### src/core/mfpm_defines.svh
`ifndef MFPM_DEFINES_SVH
`define MFPM_DEFINES_SVH

// ==========================================================================
// Register offsets (byte addresses are offset * 4)
`define MFPM_IDX_SEC_ROUTE     7'h1f
`define MFPM_IDX_GPIO_CTL      7'h34
`define MFPM_IDX_DOUT_CTL      7'h35
`define MFPM_IDX_DIN_CTL       7'h36
`define MFPM_IDX_SOUT_CTL      7'h37
`define MFPM_IDX_SCLK_CTL      7'h38
`define MFPM_IDX_HSD_CTL       7'h43
`define MFPM_IDX_IN_STATUS     7'h44

// ==========================================================================
// Field positions
`define MFPM_DOUT_SEL_HI       3
`define MFPM_DOUT_SEL_LO       1
`define MFPM_SOUT_SEL_HI       4
`define MFPM_SOUT_SEL_LO       1
`define MFPM_GPIO_SEL_HI       5
`define MFPM_GPIO_SEL_LO       2
`define MFPM_DIN_SEL_HI        2
`define MFPM_DIN_SEL_LO        1
`define MFPM_SCLK_SEL_HI       2
`define MFPM_SCLK_SEL_LO       1
`define MFPM_HSD_EN_BIT        7
`define MFPM_SEC_DIN_BIT       0

// ==========================================================================
// Reset values and bus answers
`define MFPM_REG_RESET         8'h00
`define MFPM_UNMAPPED_DATA     32'h00000000
`define MFPM_READ_LATENCY      1

`endif

### src/core/mfpm_pkg.sv
package mfpm_pkg;

  typedef logic [7:0] mfpm_reg_t;

  // Output sources on the serial-data-out pin
  typedef enum logic [2:0] {
    MFPM_DOUT_OFF   = 3'h0,
    MFPM_DOUT_PRI   = 3'h1,
    MFPM_DOUT_GPO1  = 3'h2,
    MFPM_DOUT_AUX   = 3'h3,
    MFPM_DOUT_FIRST_INTERRUPT_OUTPUT  = 3'h4,
    MFPM_DOUT_SECOND_INTERRUPT_OUTPUT  = 3'h5,
    MFPM_DOUT_SBCLK = 3'h6,
    MFPM_DOUT_SWCLK = 3'h7
  } mfpm_dout_e;

  // Output sources on the serial-return pin
  typedef enum logic [3:0] {
    MFPM_SOUT_GPO2  = 4'h2,
    MFPM_SOUT_AUX   = 4'h3,
    MFPM_SOUT_FIRST_INTERRUPT_OUTPUT  = 4'h4,
    MFPM_SOUT_WCLK  = 4'h6,
    MFPM_SOUT_SDOUT = 4'h8,
    MFPM_SOUT_SBCLK = 4'h9,
    MFPM_SOUT_SWCLK = 4'ha
  } mfpm_sout_e;

  // Functions on the general pin
  typedef enum logic [3:0] {
    MFPM_GPIO_IN    = 4'h1,
    MFPM_GPIO_GPI3  = 4'h2,
    MFPM_GPIO_GPO3  = 4'h3,
    MFPM_GPIO_AUX   = 4'h4,
    MFPM_GPIO_FIRST_INTERRUPT_OUTPUT  = 4'h5,
    MFPM_GPIO_WCLK  = 4'h7,
    MFPM_GPIO_SBCLK = 4'h8,
    MFPM_GPIO_SWCLK = 4'h9
  } mfpm_gpio_e;

  typedef enum logic [1:0] {
    MFPM_IN_HSD  = 2'h0,
    MFPM_IN_PRI  = 2'h1,
    MFPM_IN_GPI  = 2'h2
  } mfpm_in_e;

  // Bus slave states, Gray along idle -> answer
  typedef enum logic [1:0] {
    MFPM_BUS_IDLE = 2'b00,
    MFPM_BUS_ACK  = 2'b01
  } mfpm_bus_e;

endpackage

### src/core/mfpm_sync.sv
`timescale 1ns/1ps
`default_nettype none

// Two-stage synchroniser for pin inputs
module mfpm_sync #(
  parameter int WIDTH = 4
) (
  // Clock and reset
  input  wire logic             i_clock,
  input  wire logic             i_rst,
  // Data
  input  wire logic [WIDTH-1:0] i_async,
  output logic      [WIDTH-1:0] o_sync
);

  logic [WIDTH-1:0] meta_q;
  logic [WIDTH-1:0] sync_q;

  always_ff @(posedge i_clock) begin
    if (i_rst) begin
      meta_q <= '0;
      sync_q <= '0;
    end else begin
      meta_q <= i_async;
      sync_q <= meta_q;
    end
  end

  assign o_sync = sync_q;

endmodule

`default_nettype wire

### src/core/mfpm_regs.sv
`timescale 1ns/1ps
`default_nettype none
`include "mfpm_defines.svh"

// Avalon-MM register file; answers every access one cycle after it is seen
module mfpm_regs (
  // Clock and reset
  input  wire logic              i_clock,
  input  wire logic              i_rst,
  // Avalon-MM slave
  input  wire logic [8:0]        i_avs_address,
  input  wire logic              i_avs_read,
  input  wire logic              i_avs_write,
  input  wire logic [31:0]       i_avs_writedata,
  input  wire logic [3:0]        i_avs_byteenable,
  output logic      [31:0]       o_avs_readdata,
  output logic                   o_avs_waitrequest,
  // Register contents
  output mfpm_pkg::mfpm_reg_t    o_sec_route,
  output mfpm_pkg::mfpm_reg_t    o_gpio_ctl,
  output mfpm_pkg::mfpm_reg_t    o_dout_ctl,
  output mfpm_pkg::mfpm_reg_t    o_din_ctl,
  output mfpm_pkg::mfpm_reg_t    o_sout_ctl,
  output mfpm_pkg::mfpm_reg_t    o_sclk_ctl,
  output mfpm_pkg::mfpm_reg_t    o_hsd_ctl,
  // Live pin status
  input  wire mfpm_pkg::mfpm_reg_t i_status
);

  // ========================================================================
  // Decode
  mfpm_pkg::mfpm_bus_e state_q;
  mfpm_pkg::mfpm_bus_e state_d;
  mfpm_pkg::mfpm_reg_t regs_q [7];
  logic [31:0]         rdata_q;
  logic [31:0]         rdata_d;
  logic [6:0]          index;
  logic                req;
  logic                take;
  logic                wr_lane0;
  logic [2:0]          slot;
  logic                hit;
  logic [3:0]          code;
  logic                waitreq_q;

  function automatic logic [3:0] decode(input logic [6:0] idx);
    case (idx)
      `MFPM_IDX_SEC_ROUTE: decode = 4'h0;
      `MFPM_IDX_GPIO_CTL:  decode = 4'h1;
      `MFPM_IDX_DOUT_CTL:  decode = 4'h2;
      `MFPM_IDX_DIN_CTL:   decode = 4'h3;
      `MFPM_IDX_SOUT_CTL:  decode = 4'h4;
      `MFPM_IDX_SCLK_CTL:  decode = 4'h5;
      `MFPM_IDX_HSD_CTL:   decode = 4'h6;
      `MFPM_IDX_IN_STATUS: decode = 4'h7;
      default:             decode = 4'h8;
    endcase
  endfunction

  assign index    = i_avs_address[8:2];
  assign req      = i_avs_read | i_avs_write;
  assign take     = req && (state_q == mfpm_pkg::MFPM_BUS_ACK);
  assign code     = decode(index);
  assign slot     = code[2:0];
  assign hit      = ~code[3] && (slot != 3'h7);
  assign wr_lane0 = take && i_avs_write && i_avs_byteenable[0] && hit;
  assign state_d  = (req && state_q == mfpm_pkg::MFPM_BUS_IDLE) ? mfpm_pkg::MFPM_BUS_ACK
                                                               : mfpm_pkg::MFPM_BUS_IDLE;

  always_comb begin
    rdata_d = `MFPM_UNMAPPED_DATA;
    if (hit) begin
      rdata_d = {24'h000000, regs_q[slot]};
    end else if (code == 4'h7) begin
      rdata_d = {24'h000000, i_status};
    end
  end

  // ========================================================================
  // Storage
  always_ff @(posedge i_clock) begin
    if (i_rst) begin
      state_q <= mfpm_pkg::MFPM_BUS_IDLE;
      waitreq_q <= 1'b1;
      rdata_q <= `MFPM_UNMAPPED_DATA;
      for (int k = 0; k < 7; k++) begin
        regs_q[k] <= `MFPM_REG_RESET;
      end
    end else begin
      state_q <= state_d;
      waitreq_q <= (state_d != mfpm_pkg::MFPM_BUS_ACK);
      rdata_q <= rdata_d;
      if (wr_lane0) begin
        regs_q[slot] <= i_avs_writedata[7:0];
      end
    end
  end

  // Waitrequest comes from a flop, low only in the answer cycle
  assign o_avs_waitrequest = waitreq_q;
  assign o_avs_readdata    = rdata_q;
  assign o_sec_route       = regs_q[0];
  assign o_gpio_ctl        = regs_q[1];
  assign o_dout_ctl        = regs_q[2];
  assign o_din_ctl         = regs_q[3];
  assign o_sout_ctl        = regs_q[4];
  assign o_sclk_ctl        = regs_q[5];
  assign o_hsd_ctl         = regs_q[6];

endmodule

`default_nettype wire

### src/core/mfpm_top.sv
`timescale 1ns/1ps
`default_nettype none
`include "mfpm_defines.svh"

// Contract
// - Serial-out pin source chosen by its register bits 3:1.
// - Serial-return pin source chosen by its register bits 4:1.
// - General pin function chosen by its register bits 5:2.
// - Serial-in pin: 01 primary data input, 10 general input one.
// - Serial-clock pin is general input two when its bits 2:1 are 10.
// - Headset detect from serial-clock pin when select 00 and enable bit 7 set.
// - Secondary data input from general pin when route bit 0 is 0, select 0001.
// - Serial-out pin carries second interrupt when its bits 3:1 are 101.
module mfpm_top (
  // Clock and reset
  input  wire logic        i_clock,
  input  wire logic        i_rst,
  // Avalon-MM slave
  input  wire logic [8:0]  i_avs_address,
  input  wire logic        i_avs_read,
  input  wire logic        i_avs_write,
  input  wire logic [31:0] i_avs_writedata,
  input  wire logic [3:0]  i_avs_byteenable,
  output logic      [31:0] o_avs_readdata,
  output logic             o_avs_waitrequest,
  // Internal function sources
  input  wire logic        i_pri_data_out,
  input  wire logic        i_gpo1,
  input  wire logic        i_gpo2,
  input  wire logic        i_gpo3,
  input  wire logic        i_aux_clock,
  input  wire logic        i_first_interrupt,
  input  wire logic        i_second_interrupt,
  input  wire logic        i_conv_word_clock,
  input  wire logic        i_sec_data_out,
  input  wire logic        i_sec_bit_clock,
  input  wire logic        i_sec_word_clock,
  input  wire logic        i_sec_din_alt,
  // Multifunction pins
  input  wire logic        i_serial_in_multi_pin,
  input  wire logic        i_serial_clock_multi_pin,
  input  wire logic        i_general_multi_pin,
  output logic             o_serial_out_multi_pin,
  output logic             o_serial_out_multi_pin_oe,
  output logic             o_serial_return_multi_pin,
  output logic             o_serial_return_multi_pin_oe,
  output logic             o_general_multi_pin,
  output logic             o_general_multi_pin_oe,
  // Received functions
  output logic             o_pri_data_in,
  output logic             o_gpi1,
  output logic             o_gpi2,
  output logic             o_gpi3,
  output logic             o_headset_detect,
  output logic             o_sec_data_in
);

  // ==========================================================================
  // Registers
  mfpm_pkg::mfpm_reg_t sec_route;
  mfpm_pkg::mfpm_reg_t gpio_ctl;
  mfpm_pkg::mfpm_reg_t dout_ctl;
  mfpm_pkg::mfpm_reg_t din_ctl;
  mfpm_pkg::mfpm_reg_t sout_ctl;
  mfpm_pkg::mfpm_reg_t sclk_ctl;
  mfpm_pkg::mfpm_reg_t hsd_ctl;
  mfpm_pkg::mfpm_reg_t status;
  logic [31:0]         rdata;
  logic                waitreq;
  logic [2:0]          pins_sync;

  mfpm_regs u_regs (
    .i_clock          (i_clock),
    .i_rst            (i_rst),
    .i_avs_address    (i_avs_address),
    .i_avs_read       (i_avs_read),
    .i_avs_write      (i_avs_write),
    .i_avs_writedata  (i_avs_writedata),
    .i_avs_byteenable (i_avs_byteenable),
    .o_avs_readdata   (rdata),
    .o_avs_waitrequest(waitreq),
    .o_sec_route      (sec_route),
    .o_gpio_ctl       (gpio_ctl),
    .o_dout_ctl       (dout_ctl),
    .o_din_ctl        (din_ctl),
    .o_sout_ctl       (sout_ctl),
    .o_sclk_ctl       (sclk_ctl),
    .o_hsd_ctl        (hsd_ctl),
    .i_status         (status)
  );

  // Bus answer passes straight through; regs module answers from flops
  assign o_avs_readdata    = rdata;
  assign o_avs_waitrequest = waitreq;

  // ==========================================================================
  // Pin input synchronisers
  mfpm_sync #(.WIDTH(3)) u_sync (
    .i_clock(i_clock),
    .i_rst  (i_rst),
    .i_async({i_general_multi_pin, i_serial_clock_multi_pin, i_serial_in_multi_pin}),
    .o_sync (pins_sync)
  );

  // ==========================================================================
  // Select fields
  logic [2:0] dout_sel;
  logic [3:0] sout_sel;
  logic [3:0] gpio_sel;
  logic [1:0] din_sel;
  logic [1:0] sclk_sel;

  assign dout_sel = dout_ctl[`MFPM_DOUT_SEL_HI:`MFPM_DOUT_SEL_LO];
  assign sout_sel = sout_ctl[`MFPM_SOUT_SEL_HI:`MFPM_SOUT_SEL_LO];
  assign gpio_sel = gpio_ctl[`MFPM_GPIO_SEL_HI:`MFPM_GPIO_SEL_LO];
  assign din_sel  = din_ctl[`MFPM_DIN_SEL_HI:`MFPM_DIN_SEL_LO];
  assign sclk_sel = sclk_ctl[`MFPM_SCLK_SEL_HI:`MFPM_SCLK_SEL_LO];

  // ==========================================================================
  // Output muxes; each returns {enable, level}
  logic [1:0] dout_d;
  logic [1:0] sout_d;
  logic [1:0] gpio_d;

  always_comb begin
    case (mfpm_pkg::mfpm_dout_e'(dout_sel))
      mfpm_pkg::MFPM_DOUT_PRI:   dout_d = {1'b1, i_pri_data_out};
      mfpm_pkg::MFPM_DOUT_GPO1:  dout_d = {1'b1, i_gpo1};
      mfpm_pkg::MFPM_DOUT_AUX:   dout_d = {1'b1, i_aux_clock};
      mfpm_pkg::MFPM_DOUT_FIRST_INTERRUPT_OUTPUT:  dout_d = {1'b1, i_first_interrupt};
      mfpm_pkg::MFPM_DOUT_SECOND_INTERRUPT_OUTPUT:  dout_d = {1'b1, i_second_interrupt};
      mfpm_pkg::MFPM_DOUT_SBCLK: dout_d = {1'b1, i_sec_bit_clock};
      mfpm_pkg::MFPM_DOUT_SWCLK: dout_d = {1'b1, i_sec_word_clock};
      default:                   dout_d = 2'h0;
    endcase
  end

  always_comb begin
    case (mfpm_pkg::mfpm_sout_e'(sout_sel))
      mfpm_pkg::MFPM_SOUT_GPO2:  sout_d = {1'b1, i_gpo2};
      mfpm_pkg::MFPM_SOUT_AUX:   sout_d = {1'b1, i_aux_clock};
      mfpm_pkg::MFPM_SOUT_FIRST_INTERRUPT_OUTPUT:  sout_d = {1'b1, i_first_interrupt};
      mfpm_pkg::MFPM_SOUT_WCLK:  sout_d = {1'b1, i_conv_word_clock};
      mfpm_pkg::MFPM_SOUT_SDOUT: sout_d = {1'b1, i_sec_data_out};
      mfpm_pkg::MFPM_SOUT_SBCLK: sout_d = {1'b1, i_sec_bit_clock};
      mfpm_pkg::MFPM_SOUT_SWCLK: sout_d = {1'b1, i_sec_word_clock};
      default:                   sout_d = 2'h0;
    endcase
  end

  // Input codes 0001 and 0010 leave the driver off so the pin can be read
  always_comb begin
    case (mfpm_pkg::mfpm_gpio_e'(gpio_sel))
      mfpm_pkg::MFPM_GPIO_GPO3:  gpio_d = {1'b1, i_gpo3};
      mfpm_pkg::MFPM_GPIO_AUX:   gpio_d = {1'b1, i_aux_clock};
      mfpm_pkg::MFPM_GPIO_FIRST_INTERRUPT_OUTPUT:  gpio_d = {1'b1, i_first_interrupt};
      mfpm_pkg::MFPM_GPIO_WCLK:  gpio_d = {1'b1, i_conv_word_clock};
      mfpm_pkg::MFPM_GPIO_SBCLK: gpio_d = {1'b1, i_sec_bit_clock};
      mfpm_pkg::MFPM_GPIO_SWCLK: gpio_d = {1'b1, i_sec_word_clock};
      default:                   gpio_d = 2'h0;
    endcase
  end

  // ==========================================================================
  // Input routing
  logic din_pri;
  logic din_gpi;
  logic sclk_gpi;
  logic sclk_hsd;
  logic gpio_gpi;
  logic gpio_sec;
  logic sec_din_d;

  assign din_pri   = (din_sel == 2'(mfpm_pkg::MFPM_IN_PRI)) & pins_sync[0];
  assign din_gpi   = (din_sel == 2'(mfpm_pkg::MFPM_IN_GPI)) & pins_sync[0];
  assign sclk_gpi  = (sclk_sel == 2'(mfpm_pkg::MFPM_IN_GPI)) & pins_sync[1];
  assign sclk_hsd  = (sclk_sel == 2'(mfpm_pkg::MFPM_IN_HSD))
                   & hsd_ctl[`MFPM_HSD_EN_BIT] & pins_sync[1];
  assign gpio_gpi  = (gpio_sel == 4'(mfpm_pkg::MFPM_GPIO_GPI3)) & pins_sync[2];
  assign gpio_sec  = (gpio_sel == 4'(mfpm_pkg::MFPM_GPIO_IN)) & pins_sync[2];
  // Route bit 0 set selects the alternate source for secondary data
  assign sec_din_d = sec_route[`MFPM_SEC_DIN_BIT] ? i_sec_din_alt : gpio_sec;

  assign status = {5'h00, pins_sync};

  // ==========================================================================
  // Output flops
  always_ff @(posedge i_clock) begin
    if (i_rst) begin
      {o_serial_out_multi_pin_oe, o_serial_out_multi_pin}       <= 2'h0;
      {o_serial_return_multi_pin_oe, o_serial_return_multi_pin} <= 2'h0;
      {o_general_multi_pin_oe, o_general_multi_pin}             <= 2'h0;
      {o_pri_data_in, o_gpi1, o_gpi2, o_gpi3}                   <= 4'h0;
      o_headset_detect                                          <= 1'b0;
      o_sec_data_in                                             <= 1'b0;
    end else begin
      {o_serial_out_multi_pin_oe, o_serial_out_multi_pin}       <= dout_d;
      {o_serial_return_multi_pin_oe, o_serial_return_multi_pin} <= sout_d;
      {o_general_multi_pin_oe, o_general_multi_pin}             <= gpio_d;
      {o_pri_data_in, o_gpi1, o_gpi2, o_gpi3} <= {din_pri, din_gpi, sclk_gpi, gpio_gpi};
      o_headset_detect                                          <= sclk_hsd;
      o_sec_data_in                                             <= sec_din_d;
    end
  end

  // ==========================================================================
  // Checks
  AST_DOUT_PRI: assert property (@(posedge i_clock) disable iff (i_rst)
    dout_sel == 3'h1 |=> o_serial_out_multi_pin_oe && o_serial_out_multi_pin == $past(i_pri_data_out))
    else $error("serial-out pin not carrying primary data");

  AST_DOUT_SECOND_INTERRUPT_OUTPUT: assert property (@(posedge i_clock) disable iff (i_rst)
    dout_sel == 3'h5 |=> o_serial_out_multi_pin == $past(i_second_interrupt))
    else $error("serial-out pin not carrying second interrupt");

  AST_DOUT_OFF: assert property (@(posedge i_clock) disable iff (i_rst)
    dout_sel == 3'h0 |=> !o_serial_out_multi_pin_oe)
    else $error("serial-out driver on for unlisted code");

  AST_SOUT_SDOUT: assert property (@(posedge i_clock) disable iff (i_rst)
    sout_sel == 4'h8 |=> o_serial_return_multi_pin_oe && o_serial_return_multi_pin == $past(i_sec_data_out))
    else $error("serial-return pin not carrying secondary data");

  AST_GPIO_SWCLK: assert property (@(posedge i_clock) disable iff (i_rst)
    gpio_sel == 4'h9 |=> o_general_multi_pin == $past(i_sec_word_clock))
    else $error("general pin not carrying secondary word clock");

  AST_GPIO_GPI3: assert property (@(posedge i_clock) disable iff (i_rst)
    gpio_sel == 4'h2 |=> o_gpi3 == $past(pins_sync[2]) && !o_general_multi_pin_oe)
    else $error("general pin not general input three");

  AST_GPIO_OFF: assert property (@(posedge i_clock) disable iff (i_rst)
    gpio_sel inside {4'h0, 4'h1, 4'h2, 4'h6, 4'ha, 4'hb, 4'hc, 4'hd, 4'he, 4'hf} |=> !o_general_multi_pin_oe)
    else $error("general driver on for an input or unlisted code");

  AST_DIN_PRI: assert property (@(posedge i_clock) disable iff (i_rst)
    din_sel == 2'h1 |=> o_pri_data_in == $past(pins_sync[0]) && !o_gpi1)
    else $error("serial-in pin not primary data input");

  AST_DIN_GPI: assert property (@(posedge i_clock) disable iff (i_rst)
    din_sel == 2'h2 |=> !o_pri_data_in && o_gpi1 == $past(pins_sync[0]))
    else $error("serial-in pin mis-routed");

  AST_SCLK_GPI: assert property (@(posedge i_clock) disable iff (i_rst)
    sclk_sel == 2'h2 |=> o_gpi2 == $past(pins_sync[1]) && !o_headset_detect)
    else $error("serial-clock pin not general input two");

  AST_HSD: assert property (@(posedge i_clock) disable iff (i_rst)
    !(sclk_sel == 2'h0 && hsd_ctl[`MFPM_HSD_EN_BIT]) |=> !o_headset_detect)
    else $error("headset detect without enable");

  AST_HSD_ON: assert property (@(posedge i_clock) disable iff (i_rst)
    sclk_sel == 2'h0 && hsd_ctl[`MFPM_HSD_EN_BIT] |=> o_headset_detect == $past(pins_sync[1]))
    else $error("headset detect not following serial-clock pin");

  AST_SEC_DIN: assert property (@(posedge i_clock) disable iff (i_rst)
    !sec_route[0] && gpio_sel == 4'h1 |=> o_sec_data_in == $past(pins_sync[2]))
    else $error("secondary data not from general pin");

  AST_SEC_ALT: assert property (@(posedge i_clock) disable iff (i_rst)
    sec_route[`MFPM_SEC_DIN_BIT] |=> o_sec_data_in == $past(i_sec_din_alt))
    else $error("secondary data not from alternate source");

  AST_UNLISTED_OFF: assert property (@(posedge i_clock) disable iff (i_rst)
    sout_sel inside {4'h0, 4'h1, 4'h5, 4'h7, 4'hb, 4'hc, 4'hd, 4'he, 4'hf} |=> !o_serial_return_multi_pin_oe)
    else $error("serial-return driver on for unlisted code");

  COV_DOUT_FIRST_INTERRUPT_OUTPUT: cover property (@(posedge i_clock) disable iff (i_rst) dout_sel == 3'h4);
  COV_HSD:       cover property (@(posedge i_clock) disable iff (i_rst) sclk_hsd);
  COV_SEC_DIN:   cover property (@(posedge i_clock) disable iff (i_rst) gpio_sec && !sec_route[0]);
  COV_GPI3:      cover property (@(posedge i_clock) disable iff (i_rst) gpio_gpi);
  COV_SEC_ALT:   cover property (@(posedge i_clock) disable iff (i_rst) sec_route[0] && i_sec_din_alt);

endmodule

`default_nettype wire

### config.mk
export PLATFORM = sky130hd
export DESIGN_NAME = mfpm_top
export DESIGN_NICKNAME = d
export VERILOG_FILES = /design/src/core/mfpm_pkg.sv /design/src/core/mfpm_sync.sv /design/src/core/mfpm_regs.sv /design/src/core/mfpm_top.sv
export VERILOG_INCLUDE_DIRS = /design/src /design/src/core
export SDC_FILE = /design/constraint.sdc
export NUM_CORES = 1
export LEC_CHECK = 0
export BUFFER_PORTS_ARGS = -buffer_cell sky130_fd_sc_hd__buf_2
export CORE_MARGIN = 3
export CORE_UTILIZATION = 35
export DETAILED_ROUTE_END_ITERATION = 6
export PLACE_DENSITY = 0.6
export SKIP_CTS_REPAIR_TIMING = 1
export SLEW_MARGIN = 20
export SYNTH_ARGS = -nofsm -noshare
export SYNTH_HDL_FRONTEND = slang
export SYNTH_HIERARCHICAL = 1
export SYNTH_SLANG_ARGS = --single-unit
### constraint.sdc
create_clock -name i_clock -period 2.3 [get_ports i_clock]
set_clock_uncertainty 0.05 [all_clocks]
set_input_delay 0.345 -clock i_clock [delete_from_list [all_inputs] [get_ports i_clock]]
set_output_delay 0.345 -clock i_clock [all_outputs]
set_load 0.01 [all_outputs]
==> results_dict.tcl, run 1 <==
set metrics [dict create \
    status "completed" \
    drv_slew 0 \
    synth.avg_cell_area_um2 10.7 \
    drive_gt1_share_pct 26.1 \
    worstSkewPairLatency_ns 0.33 \
    cts_tree "built" \
    worstPathRequired_ns 2.29 \
    instances_no_fill 618 \
    cts_buffers 9 \
    setup_violations 0 \
    finalWorstSetupSlack_ns 0.228 \
    final_util_pct 43.6 \
    ys_ff_latch 84 \
    path_cells "buf_2 > buf_4 > nor2b_1 > a31oi_1 > nor2b_1 > and4_4 > nand2b_1 > o21bai_1 > buf_4" \
    cts_num_sinks 84 \
    fin_nets 534 \
    hp-class "input port to flip-flop" \
    grt_max_degree 30 \
    grt_pass1_vias 2939 \
    syn_to_final_growth_pct 21.0 \
    drtPass1Iterations 4 \
    hold_violations 0 \
    cp_max_fo 8 \
    gp_congestion 0.871 \
    power_density_mw_per_mm2 659 \
    p_int_mw 2.48 \
    place_area_mm2 0.00471 \
    dp_cells 602 \
    p_leak_nw 2.08 \
    ys.warnings.count 6 \
    crit_slowest_cell "nor2b_1" \
    rsz0062_at_grt "no" \
    syn_area_mm2 0.00413 \
    worstPathArrival_ns 2.07 \
    crit_type "input port to flip-flop" \
    synth_cells 385 \
    p_sw_share_pct 24.6 \
    path_clk_slew_ns 0.07 \
    seq_area_frac_synth_pct 52.3 \
    synth-edff-count 48 \
    ant_nets 0 \
    total_power_mw 3.29 \
    viasPerCell 4.96 \
    fmax_mhz 483 \
    grt_pass1_wl_um 15700 \
    placementRows 39 \
    ys.flop_type "edfxtp_1" \
    p_seq_share_pct 50.2 \
    cts_root_buffer "clkbuf_16" \
    dieArea_mm2 0.0131 \
    final_area_mm2 0.00500 \
    switching_power_mw 0.810 \
    async_flop_share_pct 0 \
    top_level_ports 109 \
    fin_hold_ws_ns 0.171 \
    p_comb_share_pct 7.4 \
    start_kind "input port" \
    drt_iter0_drc 208 \
    max_stage_delay_ns 0.33 \
    endpoint_kind "flip-flop" \
    finalCritPeriodShare_pct 90.1 \
    clockBufferDepth 2 \
    overflow 0 \
    grt_usage_pct 15.6 \
    start_util_pct 36.0 \
    wl_um 9960 \
    drv_cap 0 \
    route.detailed.wl_per_inst_um 16.1 \
    die-height_um 115 \
    period_needed_ns 2.07 \
    vias 3065 \
    ys_types 59 \
    ir_drop_mv 0.418 \
    tns_ns 0 \
    die_w_um 115 \
    h-tree-depth 3 \
    dp_hpwl_um 7290 \
    port_buffers 55 \
    coreArea_mm2 0.0115 \
    drc_errors 0 \
    diodes 0 \
    pwr-share-clk_pct 42.4 \
    dp_slack_ns -0.0798 \
    antenna_found_initial 0 \
]
## worst paths after layout
kind / depth (start not counted) / startpoint / endpoint / slack, ns
worst min-delay path: 2 / i_serial_in_multi_pin / u_sync/meta_q[0] / 0.17
worst max-delay path: 9 / i_avs_address[4] / u_regs/regs_q[1][5] / 0.23
worst min register to register: 1 / u_sync/meta_q[0] / u_sync/o_sync[0] / 0.39
worst max register to register: 7 / u_regs/state_q[0] / u_regs/regs_q[1][5] / 0.26
## synth_stat cells (3+ instances only)
cell      number  area, um2
buf_4         25        188
edfxtp_1      48       1440
buf_2          6       30.0
o21ai_0       10       50.1
mux2_2         6       67.6
inv_1          7       26.3
nor2_1        20       75.1
a221o_1        4       40.0
nand3b_1       8       60.1
and3_1         3       18.8
a32o_1         3       30.0
nand2_1       35        131
nand2b_1       3       18.8
a21oi_1       12       60.1
dfxtp_1       36        721
nand3_1        8       40.0
a32oi_1        6       52.6
o31ai_1        3       22.5
o21ai_1        4       20.0
mux2i_1       18        180
nor2b_1        9       56.3
nor3b_1        4       30.0
and2_1        48        300
buf_6          3       33.8
clkbuf_1       6       22.5
## sequential cells by signal, summed over array words and instances (netlist names), 3 cells and up
name / cells
u_regs/o_avs_readdata: 8
u_regs/regs_q: 56
u_sync/o_sync: 3
u_sync/meta_q: 3
## final cells by class
| cell class | instances | area, um2 |
|---|---|---|
| fill | 1102 | 6470 |
| sequential | 84 | 2160 |
| multi-input combinational | 279 | 1780 |
| timing repair buffer | 89 | 556 |
| clock buffer | 9 | 225 |
| tap | 143 | 179 |
| clock inverter | 7 | 66.3 |
| inverter | 7 | 26.3 |
## layer usage
metal	global-route usage, %	vias up	wire length (um)
li1	-	1501	-
met1	21.7	1457	4570
met2	24.8	95	4720
met3	2.64	12	510
met4	5.07	0	158
met5	0	-	0
## cell usage in the layout (no fill, tap or decap), drive strengths merged, types with 6 or more instances in the layout
cell / Yosys / layout
dfxtp: 36 / 36
o21ai: 14 / 14
edfxtp: 48 / 48
and2: 49 / 49
nor2b: 9 / 9
nand3b: 8 / 8
a32oi: 6 / 6
mux2: 6 / 6
a21oi: 13 / 13
mux2i: 18 / 18
buf: 35 / 89
inv: 7 / 11
nand2: 35 / 35
clkbuf: 7 / 9
nand3: 8 / 8
conb: 2 / 29
nor2: 20 / 20
## logic make-up after synthesis
kind of cell           share of synthesized area, %
AO/OA/AOI/OAI                                  10.7
XOR/XNOR                                      0.424
flip-flops                                     52.3
AND/OR/NAND/NOR                                22.4
buffers and inverters                          7.48
multiplexers                                   6.54
other                                         0.182
## power by group through the flow
| stage | clock network, mW | registers, mW | logic (mW) |
|---|---|---|---|
| 4_1_cts | 1.43 | 1.65 | 0.245 |
| 3_3_place_gp | 0 | 1.69 | 0.240 |
| 6_report | 1.40 | 1.65 | 0.244 |
| 3_5_place_dp | 0 | 1.69 | 0.243 |
| 2_1_floorplan | 0 | 1.68 | 0.162 |
| 5_1_grt | 1.50 | 1.66 | 0.271 |
## worst max-delay path, delay by kind of cell
family | cells | cell delay, ns
and+or+nand+nor | 4 | 0.87
buffers and inverters | 3 | 0.44
AOI/OAI and AO/OA | 2 | 0.41
Power figures use the tool's default switching activity.
==> run 2: changes to the inputs <==
Settings changed: CORE_MARGIN 3 to not set.
==> results_dict.tcl, run 2 (same netlist as run 1, synthesis figures left out) <==
set metrics [dict create \
    drc_errors 0 \
    crit_type "input port to flip-flop" \
    worstMarginPinSlew_ns 0.857 \
    diodes 0 \
    vias 3119 \
    grt_pass1_wl_um 15900 \
    worstSkewPairLatency_ns 0.34 \
    period_needed_ns 2.11 \
    instances_no_fill 623 \
    ir_drop_mv 0.282 \
    dp_cells 607 \
    gp_congestion 0.807 \
    dp_slack_ns -0.120 \
    cts_buffers 9 \
    endpoint_kind "flip-flop" \
    top_level_ports 109 \
    hp-class "input port to flip-flop" \
    drt_iter0_drc 163 \
    regMostFlops "u_regs/regs_q" \
    start_util_pct 36.0 \
    die_w_um 111 \
    fin_nets 539 \
    drtPass1Iterations 4 \
    path_clk_slew_ns 0.06 \
    hold_violations 0 \
    p_leak_nw 2.10 \
    drv_slew 0 \
    start_kind "input port" \
    largest_reg_flops 56 \
    cts_root_buffer "clkbuf_16" \
    grt_pass1_vias 3034 \
    final_common_cell "buf_2" \
    port_buffers 55 \
    status "completed" \
    overflow 0 \
    hold_path_depth 2 \
    h-tree-depth 3 \
    fin_hold_ws_ns 0.168 \
    coreArea_mm2 0.0115 \
    r2r_cells 7 \
    viasPerCell 5.01 \
    place_area_mm2 0.00472 \
    finalCritPeriodShare_pct 91.9 \
    dieArea_mm2 0.0122 \
    syn_to_final_growth_pct 21.0 \
    drv_cap 0 \
    final_area_mm2 0.00500 \
    drive_gt1_share_pct 26.7 \
    placementRows 39 \
    dp_hpwl_um 7160 \
    die-height_um 111 \
    finalWorstSetupSlack_ns 0.186 \
    worstPathArrival_ns 2.11 \
    clockBufferDepth 2 \
    rsz0062_at_grt "no" \
    antenna_found_initial 0 \
    wl_um 9770 \
    cts_tree "built" \
    grt_usage_pct 16.7 \
    fill_cells 1103 \
    fmax_mhz 473 \
    grt_max_degree 33 \
    final_cell_mix "buf_2 (55), and2_1 (48), edfxtp_1 (48), buf_4 (39), dfxtp_1 (36)" \
    power_density_mw_per_mm2 651 \
    setup_violations 0 \
    cts_num_sinks 84 \
    cp_max_fo 8 \
    slew_headroom_pct 42.8 \
    ant_nets 0 \
    route.detailed.wl_per_inst_um 15.7 \
    worstPathRequired_ns 2.29 \
]
[run 2: cell types whose count changed in the layout (fill, tap and decap cells not counted)]
cell        change
inv_6           -3
clkbuf_8        +1
clkinv_8        -1
clkbuf_1        +1
clkinv_4        +1
clkbuf_4        +1
inv_4           +1
buf_4           +7
buf_12          -2
clkinvlp_4      -1
[run 2: report_power, final]
part	total [mW]	switching, mW	internal, mW
clock	1.36	0.579	0.780
combinational	0.243	0.142	0.101
sequential	1.65	0.0270	1.63
[run 2: final timing paths]
path                                 start                   to  slack, ns
setup / recovery          i_avs_address[4]  u_regs/regs_q[0][0]       0.19
hold / removal    i_serial_clock_multi_pin     u_sync/meta_q[1]       0.17
setup reg to reg         u_regs/state_q[0]  u_regs/regs_q[0][0]       0.23
hold reg to reg           u_sync/meta_q[1]     u_sync/o_sync[1]       0.39
[run 2: metal layers]
layer	vias up	part of all wire (%)	track usage (%)
li1	1511	-	-
met1	1509	47	22.4
met2	91	47	26.8
met3	8	5.0	2.96
met4	0	1.5	6.49
met5	-	0	0
[run 2: area by class of cell]
| class | instances | area (um2) | share of cell area (%) |
|---|---|---|---|
| Sequential cell | 84 | 2160 | 43.2 |
| Multi-Input combinational cell | 279 | 1780 | 35.7 |
| Timing Repair Buffer | 94 | 568 | 11.4 |
| Clock buffer | 12 | 250 | 5.01 |
| Tap cell | 143 | 179 | 3.58 |
| Clock inverter | 4 | 31.3 | 0.626 |
| Inverter | 7 | 26.3 | 0.526 |
[run 2: worst max-delay path, stage by stage]
cell,delay [ns]
buf_2,0.14
nor2b_1,0.14
buf_4,0.14
a31oi_1,0.23
nor2b_1,0.29
and4_4,0.28
nand2b_1,0.11
o21bai_1,0.21
buf_4,0.21
[run 2: through the flow]
| stage | utilization [%] | setup TNS (ns) | power (mW) |
|---|---|---|---|
| global placement | 41.1 | -3.88 | 1.92 |
| global route | 43.6 | 0 | 3.37 |
| CTS | 43.6 | 0 | 3.29 |
| floorplan | - | -0.140 | 1.84 |
| detailed placement | 41.1 | -4.64 | 1.93 |
| finish | 43.6 | 0 | 3.26 |
==> run 3: changes to the inputs <==
Settings changed: CORE_UTILIZATION 35 to 53, PLACE_DENSITY 0.6 to 0.81, SYNTH_HIERARCHICAL 1 to not set.
Clock period 2.3 ns to 2.1 ns, I/O delays scaled along.
==> results_dict.tcl, run 3 <==
set metrics [dict create \
    status "complete, but fails checks" \
    violations "DRC" \
    cp_max_fo 7 \
    r2r_cells 6 \
    synth_common_cells "and2_1 (55), edfxtp_1 (53), dfxtp_1 (36), nor2_1 (26), buf_4 (25)" \
    synth_most_common_cell "and2_1" \
    placementRows 32 \
    cp-startpoint "i_avs_address[7]" \
    hold_violations 0 \
    worstHoldEndpoint "u_regs.state_q[0]" \
    regMostFlops "u_regs.regs_q" \
    hp-start "i_avs_read" \
    multiInputGateArea_mm2 0.00181 \
    dp_hpwl_um 6670 \
    cts_tree "built" \
    ys_ff_latch 89 \
    seq_area_frac_synth_pct 54.9 \
    setup_violations 0 \
    path_clk_slew_ns 0.09 \
    worstMarginPinSlew_ns 1.00 \
    drv_cap 0 \
    drc_errors 1 \
    antenna_found_initial 0 \
    final_util_pct 65.3 \
    gp_congestion 0.862 \
    tns_ns 0 \
    endpoint_kind "flip-flop" \
    power_density_mw_per_mm2 654 \
    rsz0062_at_grt "no" \
    cts_buffers 9 \
    synth_area_leaders "edfxtp_1 (38%), dfxtp_1 (17%), and2_1 (8.2%)" \
    synth.largest_area_cell "edfxtp_1" \
    syn_to_final_growth_pct 19.2 \
    grt_usage_pct 24.5 \
    fill_cells 602 \
    fin_nets 518 \
    hold_path_depth 2 \
    synth_cells 362 \
    route.detailed.wl_per_inst_um 17.1 \
    period_needed_ns 1.94 \
    instances_no_fill 561 \
    vias 3117 \
    fin_hold_ws_ns 0.117 \
    ant_nets 0 \
    wl_um 9610 \
    fmax_mhz 516 \
    start_kind "input port" \
    largest_reg_flops 61 \
    finalCritPeriodShare_pct 92.4 \
    dieArea_mm2 0.00830 \
    drt_iter0_drc 198 \
    worstPathRequired_ns 2.34 \
    h-tree-depth 3 \
    die-height_um 91.1 \
    clockBufferDepth 2 \
    r2r-start "u_regs.state_q[0]" \
    start_util_pct 54.8 \
    ys_types 55 \
    dp_cells 545 \
    r2r_end "u_regs.regs_q[3][6]" \
    coreArea_mm2 0.00769 \
    grt_max_degree 33 \
    ys.flop_type "edfxtp_1" \
    final_cell_mix "buf_2 (55), and2_1 (54), edfxtp_1 (53), dfxtp_1 (36), buf_4 (34)" \
    drv_slew 0 \
    cts_root_buffer "clkbuf_8" \
    synth-edff-count 53 \
    drtPass1Iterations 7 \
    grt_pass1_wl_um 15200 \
    die_w_um 91.1 \
    p_leak_nw 2.15 \
    slew_headroom_pct 32.6 \
    diodes 0 \
    worstPathArrival_ns 2.18 \
    hp-class "input port to flip-flop" \
    yosysTopAreaCellShare_pct 37.8 \
    async_flop_share_pct 0 \
    crit_type "input port to flip-flop" \
    ys.warnings.count 0 \
    place_area_mm2 0.00484 \
    seq_area_mm2 0.00231 \
    cts_num_sinks 89 \
    viasPerCell 5.56 \
    grt_pass1_vias 2952 \
    regToRegSetupSlack_ns 0.17 \
    syn_area_mm2 0.00421 \
    synth.avg_cell_area_um2 11.6 \
    overflow 0 \
    final_area_mm2 0.00502 \
    top_level_ports 109 \
    port_buffers 55 \
    drive_gt1_share_pct 29.8 \
    final_common_cell "buf_2" \
    worstSkewPairLatency_ns 0.36 \
    ir_drop_mv 0.423 \
]
[run 3: cell count changes in the layout (fill, tap and decap cells not counted), moves of 6 or more]
cell       change
clkbuf_8       +9
a221oi_1      +12
a22o_1        +14
o21ai_0        -8
a32oi_1        -6
and2_1         +6
nand2_1       -31
clkbuf_16      -9
[run 3: per-stage QoR]
| step | power (mW) | worst slack (ns) |
|---|---|---|
| after global routing | 3.41 | 0.0373 |
| after CTS | 3.29 | 0.161 |
| final | 3.28 | 0.160 |
| after detailed placement | 2.25 | -0.188 |
| after floorplan | 2.15 | 0.00787 |
| after global placement | 2.24 | -0.193 |
[run 3: metal layers]
layer  share of wire (%)  track usage, %
met4                 1.1            9.13
met3                 6.5            5.53
met5                   0               0
met2                  50            40.8
met1                  42            31.2
[run 3: worst max path at each step]
stage	to	slack (ns)	depth (start not counted)
final	u_regs.o_avs_readdata[4]	0.16	8
after detailed placement	u_regs.o_avs_readdata[4]	-0.19	8
after global placement	u_regs.o_avs_readdata[4]	-0.19	8
after floorplan	u_regs.regs_q[1][0]	0.008	6
after CTS	u_regs.regs_q[3][6]	0.16	6
after global routing	u_regs.o_avs_readdata[4]	0.04	8
[run 3: cell type report]
cell class	count	share of cell area, %
clock inverter	5	0.623
inverter	2	0.150
multi-input combinational	260	36.0
sequential	89	46.1
tap	102	2.54
clock buffer	11	2.82
timing repair buffer	92	11.8
[run 3: worst max-delay path, cell delays in order]
cell       delay (ns)
buf_2            0.12
and3b_1          0.21
buf_4            0.15
nand3_1          0.11
nand2_2          0.15
nor3_1           0.79
a2bb2oi_1        0.14
nor2_1           0.18
[run 3: power by group]
| part | total (mW) | switching (mW) | leakage (nW) | internal, mW |
|---|---|---|---|---|
| clock network | 1.07 | 0.607 | 0.0895 | 0.461 |
| logic | 0.293 | 0.167 | 1.22 | 0.126 |
| registers | 1.92 | 0.0288 | 0.842 | 1.89 |
[run 3: logic make-up after synthesis]
kind of cell / Yosys count / share of synthesized area [%]
multiplexers: 27 / 6.93
AND/OR/NAND/NOR: 138 / 19.5
XOR/XNOR: 1 / 0.208
buffers and inverters: 41 / 6.06
AO/OA/AOI/OAI: 65 / 12.2
flip-flops: 89 / 54.9
other: 1 / 0.0891
